[src/ccpc_pkg.sv]
package ccpc_pkg;

	localparam logic [11:0] ADDR_CH2_VALUE_LO = 12'hfa5;
	localparam logic [11:0] ADDR_CH2_VALUE_HI = 12'hfa6;
	localparam logic [11:0] ADDR_CH2_CONTROL  = 12'hfa7;
	localparam logic [11:0] ADDR_CH2_CAPSRC   = 12'hfa8;
	localparam logic [11:0] ADDR_CH1_VALUE_LO = 12'hfa9;
	localparam logic [11:0] ADDR_CH1_VALUE_HI = 12'hfaa;
	localparam logic [11:0] ADDR_CH1_CONTROL  = 12'hfab;
	localparam logic [11:0] ADDR_CH1_CAPSRC   = 12'hfac;
	localparam logic [11:0] ADDR_TIMER_SEL    = 12'hfad;

	localparam int CTRL_EN_BIT  = 7;
	localparam int CTRL_OUT_BIT = 5;
	localparam int CTRL_FMT_BIT = 4;

	localparam logic [7:0]  RESET_TIMER_SEL = 8'h55;
	localparam logic [15:0] RESET_VALUE     = 16'h0000;
	localparam logic [3:0]  RESET_MODE      = 4'h0;
	localparam logic [3:0]  RESET_CAPSRC    = 4'h0;

	localparam logic [3:0] MODE_OFF        = 4'h0;
	localparam logic [3:0] MODE_TOGGLE_CLR = 4'h1;
	localparam logic [3:0] MODE_TOGGLE     = 4'h2;
	localparam logic [3:0] MODE_CAP_EVERY  = 4'h3;
	localparam logic [3:0] MODE_CAP_FALL   = 4'h4;
	localparam logic [3:0] MODE_CAP_RISE   = 4'h5;
	localparam logic [3:0] MODE_CAP_RISE4  = 4'h6;
	localparam logic [3:0] MODE_CAP_RISE16 = 4'h7;
	localparam logic [3:0] MODE_SET        = 4'h8;
	localparam logic [3:0] MODE_CLEAR      = 4'h9;
	localparam logic [3:0] MODE_PULSE      = 4'ha;
	localparam logic [3:0] MODE_PULSE_CLR  = 4'hb;

	localparam logic [3:0] CAP_DIV4_LAST  = 4'h3;
	localparam logic [3:0] CAP_DIV16_LAST = 4'hf;

	localparam logic [3:0] SRC_PIN  = 4'h0;
	localparam logic [3:0] SRC_CMP1 = 4'h1;
	localparam logic [3:0] SRC_CMP2 = 4'h2;
	localparam logic [3:0] SRC_IOC  = 4'h3;

	typedef struct packed {
		logic [7:0] count;
		logic [7:0] period;
		logic [1:0] sub;
		logic       inc;
	} ccpc_tmr8_type;

	typedef struct packed {
		logic [15:0] value;
		logic        en;
		logic        fmt;
		logic [3:0]  mode;
		logic [3:0]  capsrc;
		logic        out;
		logic [9:0]  duty;
		logic [3:0]  pre;
		logic        prev;
		logic        mprev;
		logic        pulse;
		logic        flag;
	} ccpc_chan_type;

	typedef struct packed {
		ccpc_chan_type [1:0] ch;
		logic [7:0]          tsel;
		logic [3:0]          sync1;
		logic [3:0]          sync2;
		logic [7:0]          rdata;
		logic [2:0]          clr16;
		logic [2:0]          clr8;
	} ccpc_state_type;

endpackage

[src/ccpc_unit.sv]
// What this block does
// - Unit acts only while control bit 7 is one.
// - Control bit 5 reads the output level; writes to it do nothing.
// - In PWM, control bit 4 picks left or right duty alignment.
// - Modes 0101, 0100, 0011 capture on rise, fall, any edge; flag set.
// - Modes 0111, 0110 capture every sixteenth or fourth rising edge.
// - Modes 1000, 1001 set or clear output on match; mode 0000 resets it.
// - Mode 1010 pulses output on match; 1011 also clears the timer.
// - Mode 0010 toggles on match; 0001 also clears the timer; flag set.
// - Capture source: pin, comparators, change event, logic cells 1 to 8.
// - Capture and compare expose value as high and low bytes.
// - Right aligned PWM: high bits 1:0 and low byte form the duty.
// - Left aligned PWM: high byte and low bits 7:6 form the duty.
// - Standalone PWM timer select: 01 timer 2, 10 timer 4, 11 timer 6.
// - Channel timer select pairs timers 1/2, 3/4 or 5/6.
// - Reset restores register defaults and releases the pins.
// - PWM period end clears timer, sets output unless duty zero, buffers duty.
// - PWM output clears when the 10-bit time base equals buffered duty.
//
// Local design decision: the plain strobed port.
module ccpc_unit (
	input  wire logic                    mclk_in,
	input  wire logic                    nrst_in,
	input  wire logic [11:0]             addr_in,
	input  wire logic [7:0]              wdata_in,
	input  wire logic                    wr_in,
	input  wire logic                    rd_in,
	output logic      [7:0]              rdata_out,
	input  wire logic [2:0][15:0]        timer16_in,
	input  ccpc_pkg::ccpc_tmr8_type [2:0] timer8_in,
	input  wire logic [1:0]              pin_select_in,
	input  wire logic [1:0]              comparator_in,
	input  wire logic                    interrupt_on_change_in,
	input  wire logic [7:0]              logic_cell_in,
	output logic      [1:0]              unit_out_out,
	output logic      [1:0]              unit_oe_out,
	output logic      [1:0]              unit_interrupt_flag_out,
	output logic      [2:0]              timer16_clear_out,
	output logic      [2:0]              timer8_clear_out,
	output logic      [3:0]              pwm_timer_select_out
);

	ccpc_pkg::ccpc_state_type st;
	ccpc_pkg::ccpc_state_type next_st;

	// Helpers kept visible for the checks below
	logic [1:0]       cap_fire;
	logic [1:0]       match_fire;
	logic [1:0]       pwm_roll;
	logic [1:0][15:0] t16_sel;

	function automatic logic is_compare(input logic [3:0] m);
		return (m[3:2] == 2'b10) || (m == ccpc_pkg::MODE_TOGGLE)
			|| (m == ccpc_pkg::MODE_TOGGLE_CLR);
	endfunction

	function automatic logic is_capture(input logic [3:0] m);
		return (m >= ccpc_pkg::MODE_CAP_EVERY) && (m <= ccpc_pkg::MODE_CAP_RISE16);
	endfunction

	always_comb
	begin
		ccpc_pkg::ccpc_chan_type c;
		ccpc_pkg::ccpc_tmr8_type t8;
		logic [1:0]  tfield;
		logic [1:0]  tidx;
		logic        tvalid;
		logic        src;
		logic        rise;
		logic        fall;
		logic        match;
		logic [9:0]  duty_new;
		logic [11:0] a_lo;
		logic [11:0] a_hi;
		logic [11:0] a_ctl;
		logic [11:0] a_cap;
		c        = '0;
		t8       = '0;
		tfield   = 2'h0;
		tidx     = 2'h0;
		tvalid   = 1'b0;
		src      = 1'b0;
		rise     = 1'b0;
		fall     = 1'b0;
		match    = 1'b0;
		duty_new = 10'h000;
		a_lo     = 12'h000;
		a_hi     = 12'h000;
		a_ctl    = 12'h000;
		a_cap    = 12'h000;
		cap_fire   = 2'h0;
		match_fire = 2'h0;
		pwm_roll   = 2'h0;
		t16_sel    = '0;
		next_st       = st;
		next_st.sync1 = {comparator_in, pin_select_in};
		next_st.sync2 = st.sync1;
		next_st.clr16 = 3'h0;
		next_st.clr8  = 3'h0;
		next_st.rdata = 8'h00;
		for (int i = 0; i < 2; i++)
		begin
			c      = st.ch[i];
			c.flag = 1'b0;
			a_lo   = (i == 0) ? ccpc_pkg::ADDR_CH1_VALUE_LO : ccpc_pkg::ADDR_CH2_VALUE_LO;
			a_hi   = (i == 0) ? ccpc_pkg::ADDR_CH1_VALUE_HI : ccpc_pkg::ADDR_CH2_VALUE_HI;
			a_ctl  = (i == 0) ? ccpc_pkg::ADDR_CH1_CONTROL : ccpc_pkg::ADDR_CH2_CONTROL;
			a_cap  = (i == 0) ? ccpc_pkg::ADDR_CH1_CAPSRC : ccpc_pkg::ADDR_CH2_CAPSRC;
			// Reserved select 00 leaves the channel without a timer
			tfield = st.tsel[2*i +: 2];
			tvalid = (tfield != 2'b00);
			tidx   = tfield - 2'b01;
			t16_sel[i] = tvalid ? timer16_in[tidx] : 16'h0000;
			t8         = tvalid ? timer8_in[tidx] : '0;
			// Reserved source codes read as a quiet low input
			case (c.capsrc)
				ccpc_pkg::SRC_PIN:  src = st.sync2[i];
				ccpc_pkg::SRC_CMP1: src = st.sync2[2];
				ccpc_pkg::SRC_CMP2: src = st.sync2[3];
				ccpc_pkg::SRC_IOC:  src = interrupt_on_change_in;
				default:            src = c.capsrc[3] ? logic_cell_in[c.capsrc[2:0]] : 1'b0;
			endcase
			rise   = src && !c.prev;
			fall   = !src && c.prev;
			c.prev = src;
			if (c.pulse)
			begin
				c.out   = 1'b0;
				c.pulse = 1'b0;
			end
			if (c.en && is_capture(c.mode))
			begin
				case (c.mode)
					ccpc_pkg::MODE_CAP_EVERY: cap_fire[i] = rise || fall;
					ccpc_pkg::MODE_CAP_FALL:  cap_fire[i] = fall;
					ccpc_pkg::MODE_CAP_RISE:  cap_fire[i] = rise;
					ccpc_pkg::MODE_CAP_RISE4,
					ccpc_pkg::MODE_CAP_RISE16:
					begin
						if (rise)
						begin
							cap_fire[i] = (c.pre == ((c.mode == ccpc_pkg::MODE_CAP_RISE4) ?
								ccpc_pkg::CAP_DIV4_LAST : ccpc_pkg::CAP_DIV16_LAST));
							c.pre = cap_fire[i] ? 4'h0 : c.pre + 4'h1;
						end
					end
					default: cap_fire[i] = 1'b0;
				endcase
				if (cap_fire[i])
				begin
					c.value = t16_sel[i];
					c.flag  = 1'b1;
				end
			end
			match = c.en && tvalid && is_compare(c.mode) && (t16_sel[i] == c.value);
			match_fire[i] = match && !c.mprev;
			c.mprev = match;
			if (match_fire[i])
			begin
				c.flag = 1'b1;
				case (c.mode)
					ccpc_pkg::MODE_SET:   c.out = 1'b1;
					ccpc_pkg::MODE_CLEAR: c.out = 1'b0;
					ccpc_pkg::MODE_PULSE,
					ccpc_pkg::MODE_PULSE_CLR:
					begin
						c.out   = 1'b1;
						c.pulse = 1'b1;
					end
					default: c.out = !c.out;
				endcase
				if (c.mode == ccpc_pkg::MODE_PULSE_CLR || c.mode == ccpc_pkg::MODE_TOGGLE_CLR)
					next_st.clr16[tidx] = 1'b1;
			end
			if (c.en && c.mode[3:2] == 2'b11 && tvalid)
			begin
				duty_new = c.fmt ? {c.value[15:8], c.value[7:6]} : c.value[9:0];
				pwm_roll[i] = t8.inc && (t8.count == t8.period);
				if (pwm_roll[i])
				begin
					next_st.clr8[tidx] = 1'b1;
					c.duty = duty_new;
					c.out  = (duty_new != 10'h000);
					c.flag = 1'b1;
				end
				// The output is registered, so the clear is decided one step early
				else if (10'({t8.count, t8.sub} + 10'h001) == c.duty)
					c.out = 1'b0;
			end
			// A capture in the same cycle wins over a software value write
			if (wr_in && addr_in == a_lo && !cap_fire[i])
				c.value[7:0] = wdata_in;
			if (wr_in && addr_in == a_hi && !cap_fire[i])
				c.value[15:8] = wdata_in;
			if (wr_in && addr_in == a_ctl)
			begin
				c.en    = wdata_in[ccpc_pkg::CTRL_EN_BIT];
				c.fmt   = wdata_in[ccpc_pkg::CTRL_FMT_BIT];
				c.mode  = wdata_in[3:0];
				c.pre   = 4'h0;
				c.mprev = 1'b0;
				if (wdata_in[3:0] == ccpc_pkg::MODE_OFF)
				begin
					c.out   = 1'b0;
					c.pulse = 1'b0;
				end
			end
			if (wr_in && addr_in == a_cap)
				c.capsrc = wdata_in[3:0];
			if (rd_in && addr_in == a_lo)
				next_st.rdata = st.ch[i].value[7:0];
			if (rd_in && addr_in == a_hi)
				next_st.rdata = st.ch[i].value[15:8];
			if (rd_in && addr_in == a_ctl)
				next_st.rdata = {st.ch[i].en, 1'b0, st.ch[i].out, st.ch[i].fmt,
					st.ch[i].mode};
			if (rd_in && addr_in == a_cap)
				next_st.rdata = {4'h0, st.ch[i].capsrc};
			next_st.ch[i] = c;
		end
		if (wr_in && addr_in == ccpc_pkg::ADDR_TIMER_SEL)
			next_st.tsel = wdata_in;
		if (rd_in && addr_in == ccpc_pkg::ADDR_TIMER_SEL)
			next_st.rdata = st.tsel;
	end

	always_ff @(posedge mclk_in or negedge nrst_in)
	begin
		if (!nrst_in)
		begin
			st      <= '0;
			st.tsel <= ccpc_pkg::RESET_TIMER_SEL;
			for (int i = 0; i < 2; i++)
			begin
				st.ch[i].value  <= ccpc_pkg::RESET_VALUE;
				st.ch[i].mode   <= ccpc_pkg::RESET_MODE;
				st.ch[i].capsrc <= ccpc_pkg::RESET_CAPSRC;
			end
		end
		else
			st <= next_st;
	end

	assign rdata_out            = st.rdata;
	assign timer16_clear_out    = st.clr16;
	assign timer8_clear_out     = st.clr8;
	assign pwm_timer_select_out = st.tsel[7:4];

	for (genvar g = 0; g < 2; g++)
	begin : g_pins
		assign unit_out_out[g]            = st.ch[g].out;
		assign unit_interrupt_flag_out[g] = st.ch[g].flag;
		// Pin stays an input unless the unit is enabled in a driving mode
		assign unit_oe_out[g] = st.ch[g].en && (is_compare(st.ch[g].mode)
			|| st.ch[g].mode[3:2] == 2'b11);
	end
endmodule // ccpc_unit

[config.mk]
export PLATFORM = sky130hd
export DESIGN_NAME = ccpc_unit
export DESIGN_NICKNAME = d
export VERILOG_FILES = /design/src/ccpc_pkg.sv /design/src/ccpc_unit.sv
export SDC_FILE = /design/constraint.sdc
export NUM_CORES = 1
export LEC_CHECK = 0
export CAP_MARGIN = 5
export CORE_MARGIN = 5
export CORE_UTILIZATION = 45
export DETAILED_ROUTE_END_ITERATION = 10
export DONT_BUFFER_PORTS = 1
export GPL_TIMING_DRIVEN = 0
export PLACE_DENSITY_LB_ADDON = 0.05
export SYNTH_ARGS = -nofsm -noshare
export SYNTH_HDL_FRONTEND = slang
export SYNTH_SLANG_ARGS = --single-unit
[constraint.sdc]
create_clock -name mclk_in -period 5.5 [get_ports mclk_in]
set_clock_uncertainty 0.15 [all_clocks]
set_input_delay 0.825 -clock mclk_in [delete_from_list [all_inputs] [get_ports mclk_in]]
set_output_delay 0.825 -clock mclk_in [all_outputs]
set_load 0.02 [all_outputs]
# Yosys cells after proc, flatten, opt, wreduce, memory -nomap -nowiden
# Cells that the tools add are included.
[word_totals]
register_bits = 120
elab_cells = 293
output_inout_bits = 24
[classes]
add_sub_neg = 6
bitwise_logic = 2
order_cmp = 10
reduce_logical = 91
n_mux = 105
n_eq_ne = 49
[op_table]
columns = ["op", "count"]
rows = [
  ["16-bit two-way mux", 8],
  ["12-bit equality test, second input constant", 9],
  ["8-bit two-way mux", 13],
  ["19-bit binary-select mux with 2-bit select", 2],
  ["19-bit two-way mux", 4],
  ["16-bit binary-select mux with 2-bit select", 2],
  ["1-bit logical AND", 48],
  ["4-bit two-way mux", 12],
  ["10-bit two-way mux", 4],
  ["1-bit two-way mux", 36],
  ["16-bit equality test", 2],
  ["4-bit by 2-bit equality test with 1-bit output, second input constant", 8],
  ["4-bit by 3-bit equality test with 1-bit output, second input constant", 8],
  ["4-bit equality test, second input constant", 8],
  ["3-bit two-way mux", 8],
  ["11-bit two-way mux", 2],
  ["10-bit by 1-bit adder with 10-bit output, second input constant", 2],
  ["10-bit equality test", 2],
  ["10-bit nonzero test", 2],
  ["4-bit by 1-bit equality test with 1-bit output, second input constant", 4],
  ["8-bit equality test", 2],
  ["1-bit one-hot mux with 4 select lines", 4],
  ["2-bit nonzero test", 8],
  ["4-bit logical NOT", 3],
  ["other kinds (20)", 62],
]

# Longest topological paths before layout
# Gate-level depths: netlist (run 1).
[depth]
ltp_word = 20
mapped_depth = 17
depth_no_buf = 14

# Worst setup path after synthesis (run 1)
# OpenSTA, ideal clock, no wires.
[synth_path]
path_type = "in2reg"
start = "input logic_cell_in[7]"
end = "register st (netlist bit unit_out_out[0])"
setup_slack_ns = 1.403
n_path_buf = 1
cell_stages = 14
t_arrival_ns = 3.812
setup_ns = 0.134
path_cell_list = "mux4_2 > mux2_2 > nand2_1 > o31ai_1 > inv_1 > ha_1 > nor4b_1 > a31oi_1 > a21oi_2 > buf_2 > mux4_2 > or2_2 > a2111oi_0 > nor3_1"
[synth_rtl]
columns = ["element", "line_no", "rtl"]
rows = [
  ["from (decl)", "ccpc_unit.sv:34", "input wire logic [7:0] logic_cell_in,"],
  ["to (signal assigned)", "ccpc_unit.sv:241", "st <= next_st;"],
  ["to (decl)", "ccpc_unit.sv:43", "ccpc_pkg::ccpc_state_type st;"],
]

==> results of run 1 <==
synthesized netlist by cell type, types with 12 or more instances:
master      n  area, um^2
a21o_1     14         105
nand4_1    16         100
xnor2_1    29         254
nand3_1    27         135
o21ai_0    55         275
nor2b_1    17         106
nand2_1   116         435
dfrtp_1   116        2900
buf_4      27         203
or3_1      12        75.1
nand2b_1   18         113
ha_1       16         200
xor2_1     12         105
clkbuf_1   43         161
a21oi_1    66         330
buf_2      22         110
nor2_1    100         375
mux2_2     77         867
inv_1      43         161
mux2i_1    72         721
a211oi_1   18         135
a22oi_1    31         233
nor3_1     28         140
state kept, by name (all words and copies together) (netlist names):
register and cells:
rdata_out 8, unit_out_out 2, pwm_timer_select_out 4, unit_interrupt_flag_out 2
st 94, timer16_clear_out 3, timer8_clear_out 3, next_st 4
worst max path at each step:
stage / from / to / slack [ns] / cells past startpoint
3_3_place_gp: st[24] / timer16_clear_out[0] / -1.10 / 15
5_1_grt: st[24] / unit_out_out[1] / 0.01 / 16
2_1_floorplan: logic_cell_in[7] / unit_out_out[0] / 1.40 / 14
3_5_place_dp: st[24] / timer16_clear_out[1] / -0.59 / 15
6_report: st[24] / timer16_clear_out[1] / 0.28 / 14
4_1_cts: st[24] / unit_out_out[1] / 0.005 / 17
placed cells by master, fill, tap and decap left out, types with 6 or more instances in the layout:
cell	n
nand4_1	16
inv_1	43
o21ai_0	55
inv_6	6
nand3_1	27
mux2_2	77
a221oi_1	6
xor2_1	12
or3_1	12
nor3b_1	6
mux2i_1	72
nor2b_1	17
buf_2	22
xnor2_1	29
o211ai_1	8
dfrtp_1	116
nand2b_1	18
nor4_1	10
and4_1	6
a31oi_1	11
clkbuf_16	17
a22oi_1	31
a2111oi_0	6
nand2_1	116
mux4_2	7
a22o_1	11
a211oi_1	18
o2bb2ai_1	11
nor3_1	28
a21o_1	14
nor2_1	100
ha_1	16
a222oi_1	7
a21oi_1	66
o22ai_1	11
clkbuf_1	39
o31ai_1	11
buf_4	27
kinds of logic (layout without fill, tap and decap cells):
| family | after synthesis | count (layout) | synth area share |
|---|---|---|---|
| muxes | 156 | 156 | 0.169 |
| AOI/OAI and AO/OA | 316 | 316 | 0.213 |
| adders and majority gates | 16 | 16 | 0.0194 |
| buffers and inverters | 143 | 175 | 0.0702 |
| DFF | 120 | 120 | 0.292 |
| xor gates and xnor gates | 41 | 41 | 0.0348 |
| and+or+nand+nor | 404 | 404 | 0.201 |
final cells by class:
type / count / area share
timing repair buffer: 1 / 0.00243
tap: 285 / 0.0315
clock inverter: 13 / 0.0118
buffer: 98 / 0.0501
sequential: 120 / 0.266
inverter: 44 / 0.0146
clock buffer: 19 / 0.0400
multi-input combinational: 933 / 0.584
worst max-delay path, stage by stage, from the launching register on:
cell	delay (ns)
dfstp_2	0.68
inv_1	0.16
clkdlybuf4s15_2	0.44
ha_1	0.39
buf_4	0.17
buf_4	0.26
buf_4	0.27
mux2i_1	0.40
o22ai_1	0.18
o21a_1	0.20
a2111oi_0	0.56
and3_1	0.30
nand3_1	0.18
nor4_4	0.55
a22o_1	0.23
routing by layer:
metal | up-vias | track usage | routed length [um]
li1 | 4476 | - | -
met1 | 4822 | 0.408 | 17100
met2 | 524 | 0.493 | 18900
met3 | 91 | 0.0980 | 4280
met4 | 2 | 0.119 | 1570
met5 | - | 0 | 14
what timing repair did:
action,4_1_cts,5_1_grt
pin swaps,1,0
gates cloned,0,0
gates resized for setup,7,2
hold endpoints to repair,116,0
setup endpoints to repair,4,5
hold buffers,1,0
power by group:
part	total (mW)	switching (mW)	internal [mW]	leakage [nW]
logic	0.243	0.149	0.0939	2.77
clock network	1.12	0.467	0.658	0.280
registers	0.903	0.0111	0.891	1.57
==> flow_metrics.env, run 1 <==
export IMPL_status="completed"
export IMPL_n_fill_cell=2216
export IMPL_max_slew_margin=0.173
export IMPL_routed_via_density=6.55
export IMPL_finish_utilization=0.501
export IMPL_rsz0062_at_grt="false"
export IMPL_wl_per_cell_um=27.6
export IMPL_start_util=0.457
export IMPL_track_usage=0.314
export IMPL_stdcell_area_um2=11300
export IMPL_multi_input_area_um2=6600
export IMPL_power_density_nw_per_um2=201
export IMPL_fin_crit_sh=0.949
export IMPL_die_area_um2=26000
export IMPL_finalSetupViolations=0
export IMPL_die_x_um=161
export IMPL_num_nets_final=1373
export IMPL_rows=55
export IMPL_overflow=0
export IMPL_clkTransAtPathRegs_ns=0.06
export IMPL_yosys_warnings=0
export IMPL_grt_antenna_before_repair=1
export IMPL_finalPower_mw=2.27
export IMPL_ys_seq_area_frac=0.292
export IMPL_endpoint_kind="flop"
export IMPL_drt_iter0_drc=1028
export IMPL_synthArstFlopShare=1.00
export IMPL_path_class="flop to flop"
export IMPL_synthCells=1196
export IMPL_vdd_drop_max_mv=0.204
export IMPL_root_buffer="clkbuf_16"
export IMPL_slew_violations=0
export IMPL_maxCapViolCount=0
export IMPL_drive_gt1_frac=0.166
export IMPL_worstHoldPathType="input pin to async pin"
export IMPL_fp_coreArea_um2=22600
export IMPL_first_global_vias=9490
export IMPL_die_h_um=161
export IMPL_cp_max_fo=11
export IMPL_start_kind="flop"
export IMPL_synth_edf_count=0
export IMPL_cts_sinks=120
export IMPL_finalSetupTns_ns=0
export IMPL_cts_buffers=17
export IMPL_holdWs_ns=0.0860
export IMPL_ys_seq_elements=120
export IMPL_r2r_end="timer16_clear_out[1]"
export IMPL_cp_data_required_time_ns=5.72
export IMPL_gp_congestion=0.994
export IMPL_n_antenna_cell=0
export IMPL_dr_pass1_iters=6
export IMPL_port_buffers=0
export IMPL_antenna_left=0
export IMPL_io_pins=166
export IMPL_num_vias=9915
export IMPL_cellLeakagePower_nw=4.62
export IMPL_areaGrowthSynthToFinish_pct=9.69
export IMPL_cts_max_level=4
export IMPL_dp_cells=1481
export IMPL_dp_hpwl_um=32500
export IMPL_cts_buffer_depth=2
export IMPL_cts_setup_buffers=0
export IMPL_post_place_ws_ns=-0.587
export IMPL_wirelength_um=41800
export IMPL_seq_area_um2=3010
export IMPL_cts_tree="yes"
export IMPL_synthDistinctLibCells=85
export IMPL_grt_pass1_wl_um=61600
export IMPL_grt_start_max_net_pins=117
export IMPL_timing_final_ws_setup_ns=0.280
export IMPL_synth_nets=1354
export IMPL_drc=0
export IMPL_syn_area_um2=10300
export IMPL_post_dp_cell_area_um2=10700
export IMPL_fin_cells=1513
export IMPL_post_route_min_period_ns=5.22
export IMPL_crit_arrival_ns=5.44
export IMPL_reg2regPathDepth=14
export IMPL_max_slew_worst_pin_slew_ns=1.23
export IMPL_worst_skew_pair_late_latency_ns=0.44
export IMPL_hold_viol_final=0
export IMPL_max_freq_mhz=192
export IMPL_worst_r2r_setup_slack_ns=0.28
export IMPL_r2r_start="st[24]"
export IMPL_synth_avg_cell_area_um2=8.62
export IMPL_synth_main_ff_cell="dfrtp_1"
Power figures use the tool's default switching activity.
==> run 2: changes to the inputs <==
- clock period: 5.5 -> 6.1 ns (I/O delays scaled with it)
==> run 2 against run 1 <==
  * Global-route usage down 0.14 points
  * Sequential power down 9.9%
  * Hold slack worse by 0.059 ns
  * Critical path type unchanged
  * Power down 11%
  * Count of clock-buffer cells in the layout unchanged
  * Clock power down 9.8%
  * Core utilization down 0.16 points
  * Worst setup slack better by 0.17 ns
==> flow_metrics.env, run 2 (synthesis gave the netlist of run 1 again) <==
export IMPL_status="completed"
export IMPL_rows=55
export IMPL_largest_reg_flops=94
export IMPL_path_class="flop to flop"
export IMPL_top_register="st"
export IMPL_antenna_left=0
export IMPL_clkTransAtPathRegs_ns=0.06
export IMPL_wl_per_cell_um=27.5
export IMPL_post_route_min_period_ns=5.65
export IMPL_seq_area_um2=3010
export IMPL_num_nets_final=1373
export IMPL_areaGrowthSynthToFinish_pct=9.34
export IMPL_post_place_ws_ns=0.0126
export IMPL_die_h_um=161
export IMPL_grt_start_max_net_pins=121
export IMPL_n_fill_cell=2222
export IMPL_dp_hpwl_um=32500
export IMPL_root_buffer="clkbuf_16"
export IMPL_drt_iter0_drc=989
export IMPL_first_global_vias=9473
export IMPL_cts_tree="yes"
export IMPL_start_kind="flop"
export IMPL_critPathBufInv=7
export IMPL_slew_violations=0
export IMPL_cts_buffer_depth=2
export IMPL_track_usage=0.313
export IMPL_num_vias=9839
export IMPL_cts_max_level=4
export IMPL_die_area_um2=26000
export IMPL_cp_max_fo=11
export IMPL_fp_coreArea_um2=22600
export IMPL_dr_pass1_iters=6
export IMPL_die_x_um=161
export IMPL_maxCapViolCount=0
export IMPL_rsz0062_at_grt="false"
export IMPL_timing_final_ws_setup_ns=0.449
export IMPL_worst_skew_pair_late_latency_ns=0.43
export IMPL_gp_congestion=0.994
export IMPL_cts_setup_buffers=0
export IMPL_max_slew_worst_pin_slew_ns=1.25
export IMPL_cts_buffers=17
export IMPL_port_buffers=0
export IMPL_finish_utilization=0.500
export IMPL_drive_gt1_frac=0.162
export IMPL_routed_via_density=6.50
export IMPL_cts_sinks=120
export IMPL_finalSetupViolations=0
export IMPL_grt_antenna_before_repair=1
export IMPL_cp_top_family="buffers and inverters"
export IMPL_multi_input_area_um2=6600
export IMPL_cellLeakagePower_nw=4.60
export IMPL_crit_arrival_ns=5.75
export IMPL_cpMostUsedCell="clkbuf_1"
export IMPL_worstHoldPathType="input pin to async pin"
export IMPL_io_pins=166
export IMPL_max_freq_mhz=177
export IMPL_overflow=0
export IMPL_wirelength_um=41700
export IMPL_power_density_nw_per_um2=179
export IMPL_max_slew_margin=0.163
export IMPL_endpoint_kind="flop"
export IMPL_fin_crit_sh=0.926
export IMPL_start_util=0.457
export IMPL_final_cell_mix="116 x nand2_1, 116 x dfrtp_1, 100 x nor2_1, 77 x mux2_2, 72 x mux2i_1"
export IMPL_cp_cell_sequence="clkbuf_1 -> inv_1 -> clkbuf_2 -> ha_1 -> clkbuf_1 -> clkbuf_1 -> clkbuf_1 -> clkbuf_1 -> nor2_1 -> ha_1 -> xor2_1 -> xnor2_1 -> or3_1 -> a21oi_1 -> o21ai_0 -> nor4b_1 -> a311oi_1"
export IMPL_hold_viol_final=0
export IMPL_critPathMaxStageDelay_ns=0.54
export IMPL_grt_pass1_wl_um=61300
export IMPL_vdd_drop_max_mv=0.183
export IMPL_drc=0
export IMPL_cp_data_required_time_ns=6.20
export IMPL_slowest_stage="clkbuf_1"
run 2: timing repair:
action	4_1_cts	5_1_grt
hold endpoints to repair	0	0
pin swaps	0	0
resized for setup	1	3
endpoints found under the setup margin	2	4
hold buffers	0	0
run 2: power by group:
| group | switching [mW] | internal, mW | leakage [nW] |
|---|---|---|---|
| combinational | 0.120 | 0.0826 | 2.75 |
| sequential | 0.00987 | 0.804 | 1.57 |
| clock | 0.415 | 0.593 | 0.280 |
run 2: per-stage QoR:
step                      instance area [um^2]  TNS [ns]  hold WS (ns)  instances  power, mW
after detailed placement                 10700         0         0.186       1481       1.03
after CTS                                11300         0        0.0110       1513       2.03
after floorplan                          10300         0         0.181       1196      0.969
after global routing                     11300         0       0.00852       1513       2.09
final                                    11300         0        0.0271       1514       2.02
after global placement                   10700     -1.46         0.182       1481       1.03
run 2: layout make-up:
cell class / count / share of cell area
inverter: 44 / 0.0146
antenna: 1 / 0.000222
clock buffer: 19 / 0.0402
multi-input combinational: 933 / 0.585
tap: 285 / 0.0316
sequential: 120 / 0.267
buffer: 99 / 0.0497
clock inverter: 13 / 0.0119
run 2: worst reg2reg max path, cell delays in order, from the launching register on:
cell and delay (ns):
dfstp_2 0.38, clkbuf_1 0.23, inv_1 0.23, clkbuf_2 0.44, ha_1 0.23, clkbuf_1 0.35
clkbuf_1 0.54, clkbuf_1 0.48, clkbuf_1 0.48, nor2_1 0.11, ha_1 0.25, xor2_1 0.27
xnor2_1 0.09, or3_1 0.30, a21oi_1 0.14, o21ai_0 0.12, nor4b_1 0.43, a311oi_1 0.25
run 2: path summary, 6_finish.rpt:
kind                             start               to  slack [ns]  depth (start not counted)
min reg2reg                next_st[16]           st[16]        0.20                          0
max in group asynchronous      nrst_in           st[24]        5.52                          0
min                            nrst_in           st[80]        0.03                          0
max reg2reg                     st[24]  unit_out_out[1]        0.45                         17
max                             st[24]  unit_out_out[1]        0.45                         17
min in group mclk_in       next_st[16]           st[16]        0.20                          0
run 2: metal layers:
metal,routed length (um),global-route usage,up-vias
li1,-,-,4483
met1,17100,0.406,4778
met2,18700,0.489,483
met3,4200,0.100,93
met4,1660,0.118,2
met5,14,0,-
